`config.mk`:
```
export PLATFORM = sky130hd
export DESIGN_NAME = rlc_reader
export DESIGN_NICKNAME = d
export VERILOG_FILES = /design/src/core/rlc_pkg.sv /design/src/core/rlc_reader.sv /design/src/core/rlc_sync.sv
export SDC_FILE = /design/constraint.sdc
export NUM_CORES = 1
export LEC_CHECK = 0
export ABC_AREA = 1
export BUFFER_PORTS_ARGS = -buffer_cell sky130_fd_sc_hd__buf_2
export CAP_MARGIN = 20
export CORE_AREA = 2 2 154 156
export DETAILED_ROUTE_END_ITERATION = 6
export DIE_AREA = 0 0 156 158
export HOLD_SLACK_MARGIN = 0.06
export PLACE_DENSITY_LB_ADDON = 0.05
export SETUP_SLACK_MARGIN = 0.5
export SYNTH_ARGS = -nofsm -noshare
export SYNTH_HDL_FRONTEND = slang
export SYNTH_HIERARCHICAL = 1
export SYNTH_SLANG_ARGS = --single-unit
```
`constraint.sdc`:
```
create_clock -name clk -period 13.8 [get_ports clk]
set_input_delay 0.69 -clock clk [delete_from_list [all_inputs] [get_ports clk]]
set_output_delay 0.69 -clock clk [all_outputs]
set_load 0.02 [all_outputs]
```
`src/core/rlc_pkg.sv`:
```
// constants, types and the read latency code table for the read decoder
// assumes a single 10 MHz clock that oversamples the serial clock
package rlc_pkg;

  localparam int unsigned TABLE_LEN = 88;

  // whole read latency code table parameter, offset 00h first
  localparam logic [0:TABLE_LEN-1][7:0] RLC_TABLE = {
    8'h90, 8'h56, 8'h06, 8'h0e,
    8'h46, 8'h43,
    8'h03, 8'h13, 8'h0b, 8'h0c, 8'h3b, 8'h3c,
    8'h6b, 8'h6c, 8'hbb, 8'hbc, 8'heb, 8'hec,
    8'h32, 8'h03, 8'h00, 8'h00, 8'h00, 8'h00, 8'h00,
    8'h00, 8'h00, 8'h00, 8'h00, 8'h04, 8'h02, 8'h01,
    8'h50, 8'h00, 8'hff, 8'hff, 8'h00, 8'h08, 8'h00,
    8'h08, 8'h00, 8'h08, 8'h00, 8'h04, 8'h02, 8'h04,
    8'h5a, 8'h01, 8'hff, 8'hff, 8'h00, 8'h08, 8'h00,
    8'h08, 8'h00, 8'h08, 8'h00, 8'h05, 8'h02, 8'h04,
    8'h68, 8'h02, 8'hff, 8'hff, 8'h00, 8'h08, 8'h00,
    8'h08, 8'h00, 8'h08, 8'h00, 8'h06, 8'h02, 8'h05,
    8'h85, 8'h02, 8'hff, 8'hff, 8'h00, 8'h08, 8'hff,
    8'hff, 8'hff, 8'hff, 8'hff, 8'hff, 8'hff, 8'hff
  };

  localparam logic [6:0] OPC_BASE  = 7'h06;
  localparam int unsigned OPC_NUM  = 12;
  localparam logic [6:0] ROW_C11   = 7'h12;
  localparam logic [6:0] ROW_C00   = 7'h20;
  localparam logic [6:0] ROW_C01   = 7'h2e;
  localparam logic [6:0] ROW_C10   = 7'h3c;
  localparam logic [6:0] ROW_MODE  = 7'h02;
  localparam logic [6:0] PTR_LAST  = 7'h57;
  localparam logic [6:0] PTR_SPAN  = 7'h58;
  localparam logic [7:0] NOT_SUPP  = 8'hff;
  localparam logic [5:0] CMD_EDGES = 6'h08;
  localparam logic [5:0] ADDR3     = 6'h18;
  localparam logic [5:0] ADDR4     = 6'h20;
  localparam logic [1:0] CODE_RST  = 2'h3;

  typedef enum logic [2:0] {
    RT_READ, RT_FAST, RT_DOUT, RT_QOUT, RT_DIO, RT_QIO
  } rlc_rtype_e;

  typedef enum logic [2:0] {
    ST_IDLE, ST_CMD, ST_ADDR, ST_WAIT, ST_DATA, ST_IGNORE
  } rlc_state_e;

  typedef struct packed {
    logic       sck;
    logic       cs_b;
    logic [3:0] io;
  } rlc_pins_s;

  typedef struct packed {
    logic [3:0] out;
    logic [3:0] oe;
  } rlc_drive_s;

  // row of the table that governs a latency code
  function automatic logic [6:0] row_base(input logic [1:0] code);
    case (code)
      2'h0:    row_base = ROW_C00;
      2'h1:    row_base = ROW_C01;
      2'h2:    row_base = ROW_C10;
      default: row_base = ROW_C11;
    endcase
  endfunction

endpackage

```
`src/core/rlc_reader.sv`:
```
// serial flash read decoder: opcode, address, mode/dummy wait, data out
// assumes spi mode 0 from the host; the latency code comes from a
// configuration register in the same clock domain; read data is the
// read latency code table itself, addressed by the low 7 address bits modulo its length
`timescale 1ns/1ns
module rlc_reader (
  input  wire logic       clk,
  input  wire logic       rst_b,
  input  wire logic       sck,
  input  wire logic       cs_b,
  input  wire logic [3:0] io_in,
  input  wire logic [1:0] latency_code,
  output logic      [3:0] io_out,
  output logic      [3:0] io_oe,
  output logic      [7:0] freq_limit
);

  typedef struct packed {
    rlc_pkg::rlc_state_e st;
    logic                sck_d;
    rlc_pkg::rlc_rtype_e rt;
    logic [1:0]          code;
    logic [5:0]          edges;
    logic [31:0]         sh;
    logic [7:0]          wcnt;
    logic [6:0]          ptr;
    logic [7:0]          cur;
    logic [7:0]          obyte;
    logic [3:0]          obits;
    rlc_pkg::rlc_drive_s drv;
    logic [7:0]          flim;
  } rlc_reader_s;

  rlc_pkg::rlc_pins_s pin_raw;
  rlc_pkg::rlc_pins_s pin;
  rlc_reader_s        r;
  rlc_reader_s        next_r;

  assign pin_raw = '{sck: ~sck, cs_b: cs_b, io: io_in}; // inverted: idle high

  rlc_sync #(
    .W ($bits(rlc_pkg::rlc_pins_s))
  ) u_sync (
    .clk   (clk),
    .rst_b (rst_b),
    .d     (pin_raw),
    .q     (pin)
  );

  logic       rise;
  logic       fall;
  logic [2:0] in_lanes;
  logic [2:0] out_lanes;

  assign rise = ~pin.sck & ~r.sck_d;
  assign fall = pin.sck & r.sck_d;

  always_comb
  begin
    case (r.rt)
      rlc_pkg::RT_DIO: in_lanes = 3'h2;
      rlc_pkg::RT_QIO: in_lanes = 3'h4;
      default:         in_lanes = 3'h1;
    endcase
    case (r.rt)
      rlc_pkg::RT_READ, rlc_pkg::RT_FAST: out_lanes = 3'h1;
      rlc_pkg::RT_DOUT, rlc_pkg::RT_DIO:  out_lanes = 3'h2;
      default:                            out_lanes = 3'h4;
    endcase
  end

  always_comb
  begin
    logic [31:0] nsh;
    logic        hit;
    logic [6:0]  row;
    logic [6:0]  idx;
    logic [7:0]  mode_c;
    logic [7:0]  lat_c;
    logic [7:0]  byte_v;
    logic [5:0]  aedges;
    nsh    = r.sh;
    hit    = 1'b0;
    row    = rlc_pkg::row_base(r.code);
    idx    = '0;
    mode_c = '0;
    lat_c  = '0;
    byte_v = '0;
    aedges = '0;
    next_r = r;
    next_r.sck_d = ~pin.sck;
    next_r.flim  = rlc_pkg::RLC_TABLE[rlc_pkg::row_base(latency_code)];
    if (pin.cs_b)
    begin
      next_r.st  = rlc_pkg::ST_IDLE;
      next_r.drv = '0;
    end
    else
    begin
      case (r.st)
        rlc_pkg::ST_IDLE:
        begin
          next_r.st    = rlc_pkg::ST_CMD;
          next_r.rt    = rlc_pkg::RT_READ;
          next_r.code  = latency_code;
          next_r.edges = rlc_pkg::CMD_EDGES;
          next_r.obits = '0;
        end
        rlc_pkg::ST_CMD:
        begin
          if (rise)
          begin
            nsh          = {r.sh[30:0], pin.io[0]};
            next_r.sh    = nsh;
            next_r.edges = r.edges - 6'h01;
            if (r.edges == 6'h01)
            begin
              next_r.st = rlc_pkg::ST_IGNORE;
              for (int i = 0; i < rlc_pkg::OPC_NUM; i++)
              begin
                idx = rlc_pkg::OPC_BASE + 7'(i);
                if (rlc_pkg::RLC_TABLE[idx] == nsh[7:0])
                begin
                  // opcodes pair up: even 3-byte, odd 4-byte address
                  hit       = 1'b1;
                  next_r.rt = rlc_pkg::rlc_rtype_e'(3'(i >> 1));
                  aedges    = i[0] ? rlc_pkg::ADDR4 : rlc_pkg::ADDR3;
                end
              end
              idx    = row + rlc_pkg::ROW_MODE + 7'({next_r.rt, 1'b0});
              mode_c = rlc_pkg::RLC_TABLE[idx];
              lat_c  = rlc_pkg::RLC_TABLE[idx + 7'h01];
              // unsupported at this code: stay quiet until deselect
              if (hit && lat_c != rlc_pkg::NOT_SUPP)
              begin
                next_r.st    = rlc_pkg::ST_ADDR;
                next_r.wcnt  = mode_c + lat_c;
                case (next_r.rt)
                  rlc_pkg::RT_DIO: next_r.edges = aedges >> 1;
                  rlc_pkg::RT_QIO: next_r.edges = aedges >> 2;
                  default:         next_r.edges = aedges;
                endcase
              end
            end
          end
        end
        rlc_pkg::ST_ADDR:
        begin
          if (rise)
          begin
            case (in_lanes)
              3'h2:    nsh = {r.sh[29:0], pin.io[1:0]};
              3'h4:    nsh = {r.sh[27:0], pin.io[3:0]};
              default: nsh = {r.sh[30:0], pin.io[0]};
            endcase
            next_r.sh    = nsh;
            next_r.edges = r.edges - 6'h01;
            if (r.edges == 6'h01)
            begin
              next_r.ptr = (nsh[6:0] > rlc_pkg::PTR_LAST) ?
                           nsh[6:0] - rlc_pkg::PTR_SPAN : nsh[6:0];
              next_r.st  = (r.wcnt == 8'h00) ? rlc_pkg::ST_DATA
                                             : rlc_pkg::ST_WAIT;
            end
          end
        end
        rlc_pkg::ST_WAIT:
        begin
          // mode bits are taken but not acted on
          if (rise)
          begin
            next_r.wcnt = r.wcnt - 8'h01;
            if (r.wcnt == 8'h01)
            begin
              next_r.st = rlc_pkg::ST_DATA;
            end
          end
        end
        rlc_pkg::ST_DATA:
        begin
          if (fall)
          begin
            byte_v = r.obyte;
            if (r.obits == 4'h0)
            begin
              byte_v     = rlc_pkg::RLC_TABLE[r.ptr];
              next_r.cur = byte_v;
              next_r.ptr = (r.ptr == rlc_pkg::PTR_LAST) ? '0
                                                        : r.ptr + 7'h01;
            end
            next_r.obyte = byte_v << out_lanes;
            next_r.obits = ((r.obits == 4'h0) ? 4'h8 : r.obits)
                           - 4'(out_lanes);
            case (out_lanes)
              3'h1:
              begin
                next_r.drv.out = {2'b00, byte_v[7], 1'b0};
                next_r.drv.oe  = 4'b0010;
              end
              3'h2:
              begin
                next_r.drv.out = {2'b00, byte_v[7:6]};
                next_r.drv.oe  = 4'b0011;
              end
              default:
              begin
                next_r.drv.out = byte_v[7:4];
                next_r.drv.oe  = 4'b1111;
              end
            endcase
          end
        end
        rlc_pkg::ST_IGNORE:
        begin
          next_r.drv = '0;
        end
        default:
        begin
          next_r.st = rlc_pkg::ST_IDLE;
        end
      endcase
    end
  end

  always_ff @(posedge clk)
  begin
    if (!rst_b)
    begin
      r       <= '0;
      r.st    <= rlc_pkg::ST_IDLE;
      r.sck_d <= 1'b0;
      r.code  <= rlc_pkg::CODE_RST;
      r.flim  <= rlc_pkg::RLC_TABLE[rlc_pkg::ROW_C11];
    end
    else
    begin
      r <= next_r;
    end
  end

  assign io_out     = r.drv.out;
  assign io_oe      = r.drv.oe;
  assign freq_limit = r.flim;
endmodule

```
`src/core/rlc_sync.sv`:
```
// two-flop synchroniser, one stage pair per bit
// assumes inputs come from pins outside the clk domain
`timescale 1ns/1ns
module rlc_sync #(
  parameter int unsigned W = 6
) (
  input  wire logic         clk,
  input  wire logic         rst_b,
  input  wire logic [W-1:0] d,
  output logic      [W-1:0] q
);

  logic [W-1:0] meta;

  genvar i;
  generate
    for (i = 0; i < W; i++)
    begin : g_bit
      always_ff @(posedge clk)
      begin
        if (!rst_b)
        begin
          meta[i] <= 1'b1;
          q[i]    <= 1'b1;
        end
        else
        begin
          meta[i] <= d[i];
          q[i]    <= meta[i];
        end
      end
    end
  endgenerate

endmodule

```
==> metrics.txt <==
# TYPE chip_impl_metric gauge
chip_impl_info{name="worst_path_max_delay_cell",value="sky130_fd_sc_hd__fa_1"} 1
chip_impl_info{name="worst_setup_path_startpoint",value="r[51]"} 1
chip_impl_metric{name="worst_setup_hold_path_clk_slew",unit="ns"} 0.07
chip_impl_metric{name="detail_route.drc_violations",unit=""} 0
chip_impl_metric{name="initial_drc_count",unit=""} 363
chip_impl_metric{name="synth_area",unit="um^2"} 6750
chip_impl_metric{name="area_growth_syn_to_layout",unit="%"} 7.91
chip_impl_metric{name="clockBufferDepth",unit=""} 2
chip_impl_metric{name="cts_buffers",unit=""} 9
chip_impl_metric{name="critPathBufInv",unit=""} 4
chip_impl_info{name="path_delay_family",value="simple AND/OR/NAND/NOR gates"} 1
chip_impl_metric{name="routed_via_density",unit=""} 4.90
chip_impl_metric{name="grt_antenna_before_repair",unit=""} 0
chip_impl_metric{name="setup_viol",unit=""} 0
chip_impl_info{name="r2r_end",value="r[49]"} 1
chip_impl_metric{name="postSynthCellCount",unit=""} 1131
chip_impl_metric{name="post_synth_edffs",unit=""} 0
chip_impl_metric{name="routed-via-count",unit=""} 6933
chip_impl_metric{name="post-cts-setup-buffers",unit=""} 0
chip_impl_info{name="critPathLaunchType",value="flip-flop"} 1
chip_impl_metric{name="wire_length_of_the_first_global_routing_pass",unit="um"} 34100
chip_impl_metric{name="cts_hold_repair.buffers",unit=""} 0
chip_impl_metric{name="placeableCoreArea",unit="um^2"} 23100
chip_impl_metric{name="synth_top_area_share",unit="%"} 21.9
chip_impl_metric{name="number_of_clock_sinks",unit=""} 74
chip_impl_metric{name="detail-route-antenna-nets",unit=""} 0
chip_impl_metric{name="grt_util_met1",unit="%"} 22.7
chip_impl_metric{name="finalWeightedCongestion",unit=""} 0.836
chip_impl_metric{name="relSlewSlack",unit="%"} 40.0
chip_impl_metric{name="power_density_over_the_cells",unit="nW/um^2"} 88.5
chip_impl_metric{name="grt.overflow.total",unit=""} 0
chip_impl_metric{name="timing.reg2reg.worst_path_depth",unit=""} 35
chip_impl_info{name="setup.worst_path.class",value="flip-flop to flip-flop"} 1
chip_impl_info{name="rsz_0062_raised_after_global_routing",value="false"} 1
chip_impl_metric{name="first_global_vias",unit=""} 6768
chip_impl_metric{name="ir_drop",unit="V"} 0.0000398
chip_impl_metric{name="port_buffers",unit=""} 25
chip_impl_metric{name="final_max_slew_viol_count",unit=""} 0
chip_impl_metric{name="postPlaceCellArea",unit="um^2"} 6980
chip_impl_metric{name="grt_util_met3",unit="%"} 2.22
chip_impl_metric{name="post_synthesis_async_set_or_reset_flop_share",unit="%"} 0
chip_impl_metric{name="firstDrtPassIters",unit=""} 5
chip_impl_metric{name="floorplan.rows",unit=""} 56
chip_impl_metric{name="seq_area",unit="um^2"} 1480
chip_impl_metric{name="finalHoldViolCount",unit=""} 0
chip_impl_metric{name="transition_time_at_the_pin_with_the_least_slew_margin",unit="ns"} 0.891
chip_impl_metric{name="postCtsResizedCells",unit=""} 0
chip_impl_info{name="synth_top_area_cell",value="sky130_fd_sc_hd__dfxtp_1"} 1
chip_impl_info{name="yosys.cell_count.top_type",value="sky130_fd_sc_hd__nand2_1"} 1
chip_impl_metric{name="post_synth.cell_area_avg",unit="um^2"} 5.97
chip_impl_metric{name="routedWlPerCell",unit="um"} 14.2
chip_impl_metric{name="seq_area_frac_synth",unit="%"} 21.9
chip_impl_metric{name="syn_nets",unit=""} 1193
chip_impl_info{name="outcome",value="complete, no violations"} 1
chip_impl_metric{name="crit_arrival",unit="ns"} 5.63
chip_impl_metric{name="synthesis.yosys.warnings",unit=""} 6
chip_impl_metric{name="cp_max_fo",unit=""} 15
chip_impl_info{name="post_synth_most_frequent_cells",value="sky130_fd_sc_hd__nand2_1 (323), sky130_fd_sc_hd__inv_1 (148), sky130_fd_sc_hd__nor2_1 (113)"} 1
chip_impl_info{name="postSynth.topFlopCell",value="sky130_fd_sc_hd__dfxtp_1"} 1
chip_impl_metric{name="initial_util",unit="%"} 29.3
chip_impl_metric{name="layout-drive-gt1-share",unit="%"} 6.23
chip_impl_info{name="clock_tree_from_tritoncts",value="yes"} 1
chip_impl_metric{name="final.setup_skew",unit="ns"} 0.00787
chip_impl_metric{name="cts_htree_levels",unit=""} 3
chip_impl_info{name="holdCritPathClass",value="flip-flop to flip-flop"} 1
chip_impl_metric{name="route.final.wire_length",unit="um"} 20100
chip_impl_info{name="grt-busiest-layer",value="met2"} 1
chip_impl_info{name="cp_common_cell",value="sky130_fd_sc_hd__nand2_1"} 1
chip_impl_info{name="cp-end-kind",value="flip-flop"} 1
chip_impl_metric{name="dieWidth",unit="um"} 156
chip_impl_metric{name="num_antenna_cells",unit=""} 0
chip_impl_metric{name="dp_wirelength",unit="um"} 15400
chip_impl_metric{name="multi_input_comb_area",unit="um^2"} 4380
chip_impl_metric{name="cp_slowest_stage_delay",unit="ns"} 0.84
chip_impl_metric{name="grt_use_total",unit="%"} 17.0
chip_impl_info{name="crit-reg2reg-launch",value="r[51]"} 1
chip_impl_metric{name="cp.required",unit="ns"} 14.08
chip_impl_metric{name="yosys_register_bits",unit=""} 74
chip_impl_metric{name="synth_cell_type_count",unit=""} 51
chip_impl_metric{name="leakage",unit="nW"} 3.58
chip_impl_metric{name="boundaryPins",unit=""} 26
chip_impl_metric{name="num-fill-cells",unit=""} 2609
chip_impl_metric{name="pin_count_of_the_biggest_net_entering_global_routing",unit=""} 37
chip_impl_info{name="synth_top_cells_by_area",value="sky130_fd_sc_hd__dfxtp_1 (22%), sky130_fd_sc_hd__nand2_1 (18%), sky130_fd_sc_hd__ha_1 (9.1%), sky130_fd_sc_hd__inv_1 (8.2%), sky130_fd_sc_hd__nand3_1 (7.3%)"} 1
chip_impl_metric{name="max_cap_violations",unit=""} 0
chip_impl_metric{name="die_area",unit="um^2"} 24600
chip_impl_metric{name="finalCritPeriodShare",unit="%"} 38.8
chip_impl_metric{name="design_area",unit="um^2"} 7290
chip_impl_metric{name="fp.dieH",unit="um"} 158
chip_impl_metric{name="regToRegSetupSlack",unit="ns"} 8.44
chip_impl_metric{name="fmaxAchievable",unit="MHz"} 187
chip_impl_info{name="clock_tree.root_cell",value="sky130_fd_sc_hd__clkbuf_16"} 1
chip_impl_metric{name="shortest_period_the_worst_path_allows",unit="ns"} 5.36
chip_impl_metric{name="clkLatencyLatePin",unit="ns"} 0.34
chip_impl_metric{name="gr-usage-met2",unit="%"} 29.1
chip_impl_metric{name="worstSetupPathDepth",unit=""} 35
chip_impl_metric{name="net_count_reported_at_finish",unit=""} 1181
chip_impl_info{name="hold_path.startpoint",value="u_sync/meta[2]"} 1
chip_impl_metric{name="totalNegativeSetupSlack",unit="ns"} 0
chip_impl_info{name="worstSetupEndpoint",value="r[49]"} 1
[flip-flops by register name, indices dropped and copies added (netlist names)]
register and cells:
io_out 4, freq_limit 6, u_sync/meta 6, u_sync/q 6, io_oe 3, r 49
[layer usage]
layer	up-vias	wire (um)
li1	3639	-
met1	3168	10100
met2	109	9280
met3	17	553
met4	0	239
met5	-	0
[how the worst min path moves through the flow]
stage,to,slack (ns),depth (start not counted)
2_1_floorplan,u_sync/q[0],0.38,2
3_3_place_gp,u_sync/q[1],0.40,2
3_5_place_dp,u_sync/q[2],0.40,2
4_1_cts,u_sync/q[2],0.41,2
5_1_grt,u_sync/q[2],0.44,2
6_report,u_sync/q[2],0.40,2
[logic make-up after synthesis]
kind of cell / count (synthesis) / synth area share (%)
compound gates: 196 / 16.6
mux: 1 / 0.148
flops: 74 / 21.9
buf+inv: 210 / 13.2
simple gates: 587 / 36.7
xor+xnor: 11 / 1.43
fa+ha+maj: 52 / 9.97
[worst register-to-register path: cells and delay by family, from the launching register on]
family | cells | cell delay, ns
and+or+nand+nor | 19 | 1.96
adders and majority gates | 5 | 1.73
AOI/OAI and AO/OA | 6 | 0.74
DFF | 1 | 0.46
buffers and inverters | 4 | 0.23
xor gates and xnor gates | 1 | 0.14
[area by class of cell]
type	instances	share of cell area [%]
Sequential cell	74	20.3
Clock inverter	6	0.996
Tap cell	290	4.98
Inverter	157	8.09
Clock buffer	10	3.28
Multi-Input combinational cell	847	60.1
Timing Repair Buffer	30	2.23
[through the flow]
step | power [mW] | util, % | cells | setup slack [ns] | hold WS, ns
final | 0.645 | 31.6 | 1414 | 8.44 | 0.404
after floorplan | 0.363 | - | 1131 | 9.29 | 0.380
after detailed placement | 0.401 | 30.3 | 1398 | 8.48 | 0.396
after global placement | 0.405 | 30.3 | 1398 | 8.53 | 0.401
after global routing | 0.694 | 31.6 | 1414 | 7.68 | 0.439
after CTS | 0.659 | 31.6 | 1414 | 8.45 | 0.408
[cell usage in the layout, fill, tap and decap left out, drive strengths merged, types with 2 or more instances in the layout]
master  instances
nand2         330
inv           156
nor2          117
nand3          99
a21oi          76
dfxtp          74
o21ai          67
ha             49
buf            30
nor3           19
nand4          12
o211ai         10
clkbuf         10
a31oi           8
xor2            8
a221oi          6
o22ai           6
a211oi          6
clkinv          5
nand3b          4
o221ai          3
nor4            3
xnor2           3
fa              3
or2             2
a21boi          2
o31ai           2
a22oi           2
o21bai          2
[report_power, final]
group          internal [mW]  switching (mW)
combinational         0.0618           0.112
clock                  0.147           0.104
sequential             0.217         0.00252
total                  0.426           0.219
Power figures use the tool's default switching activity.
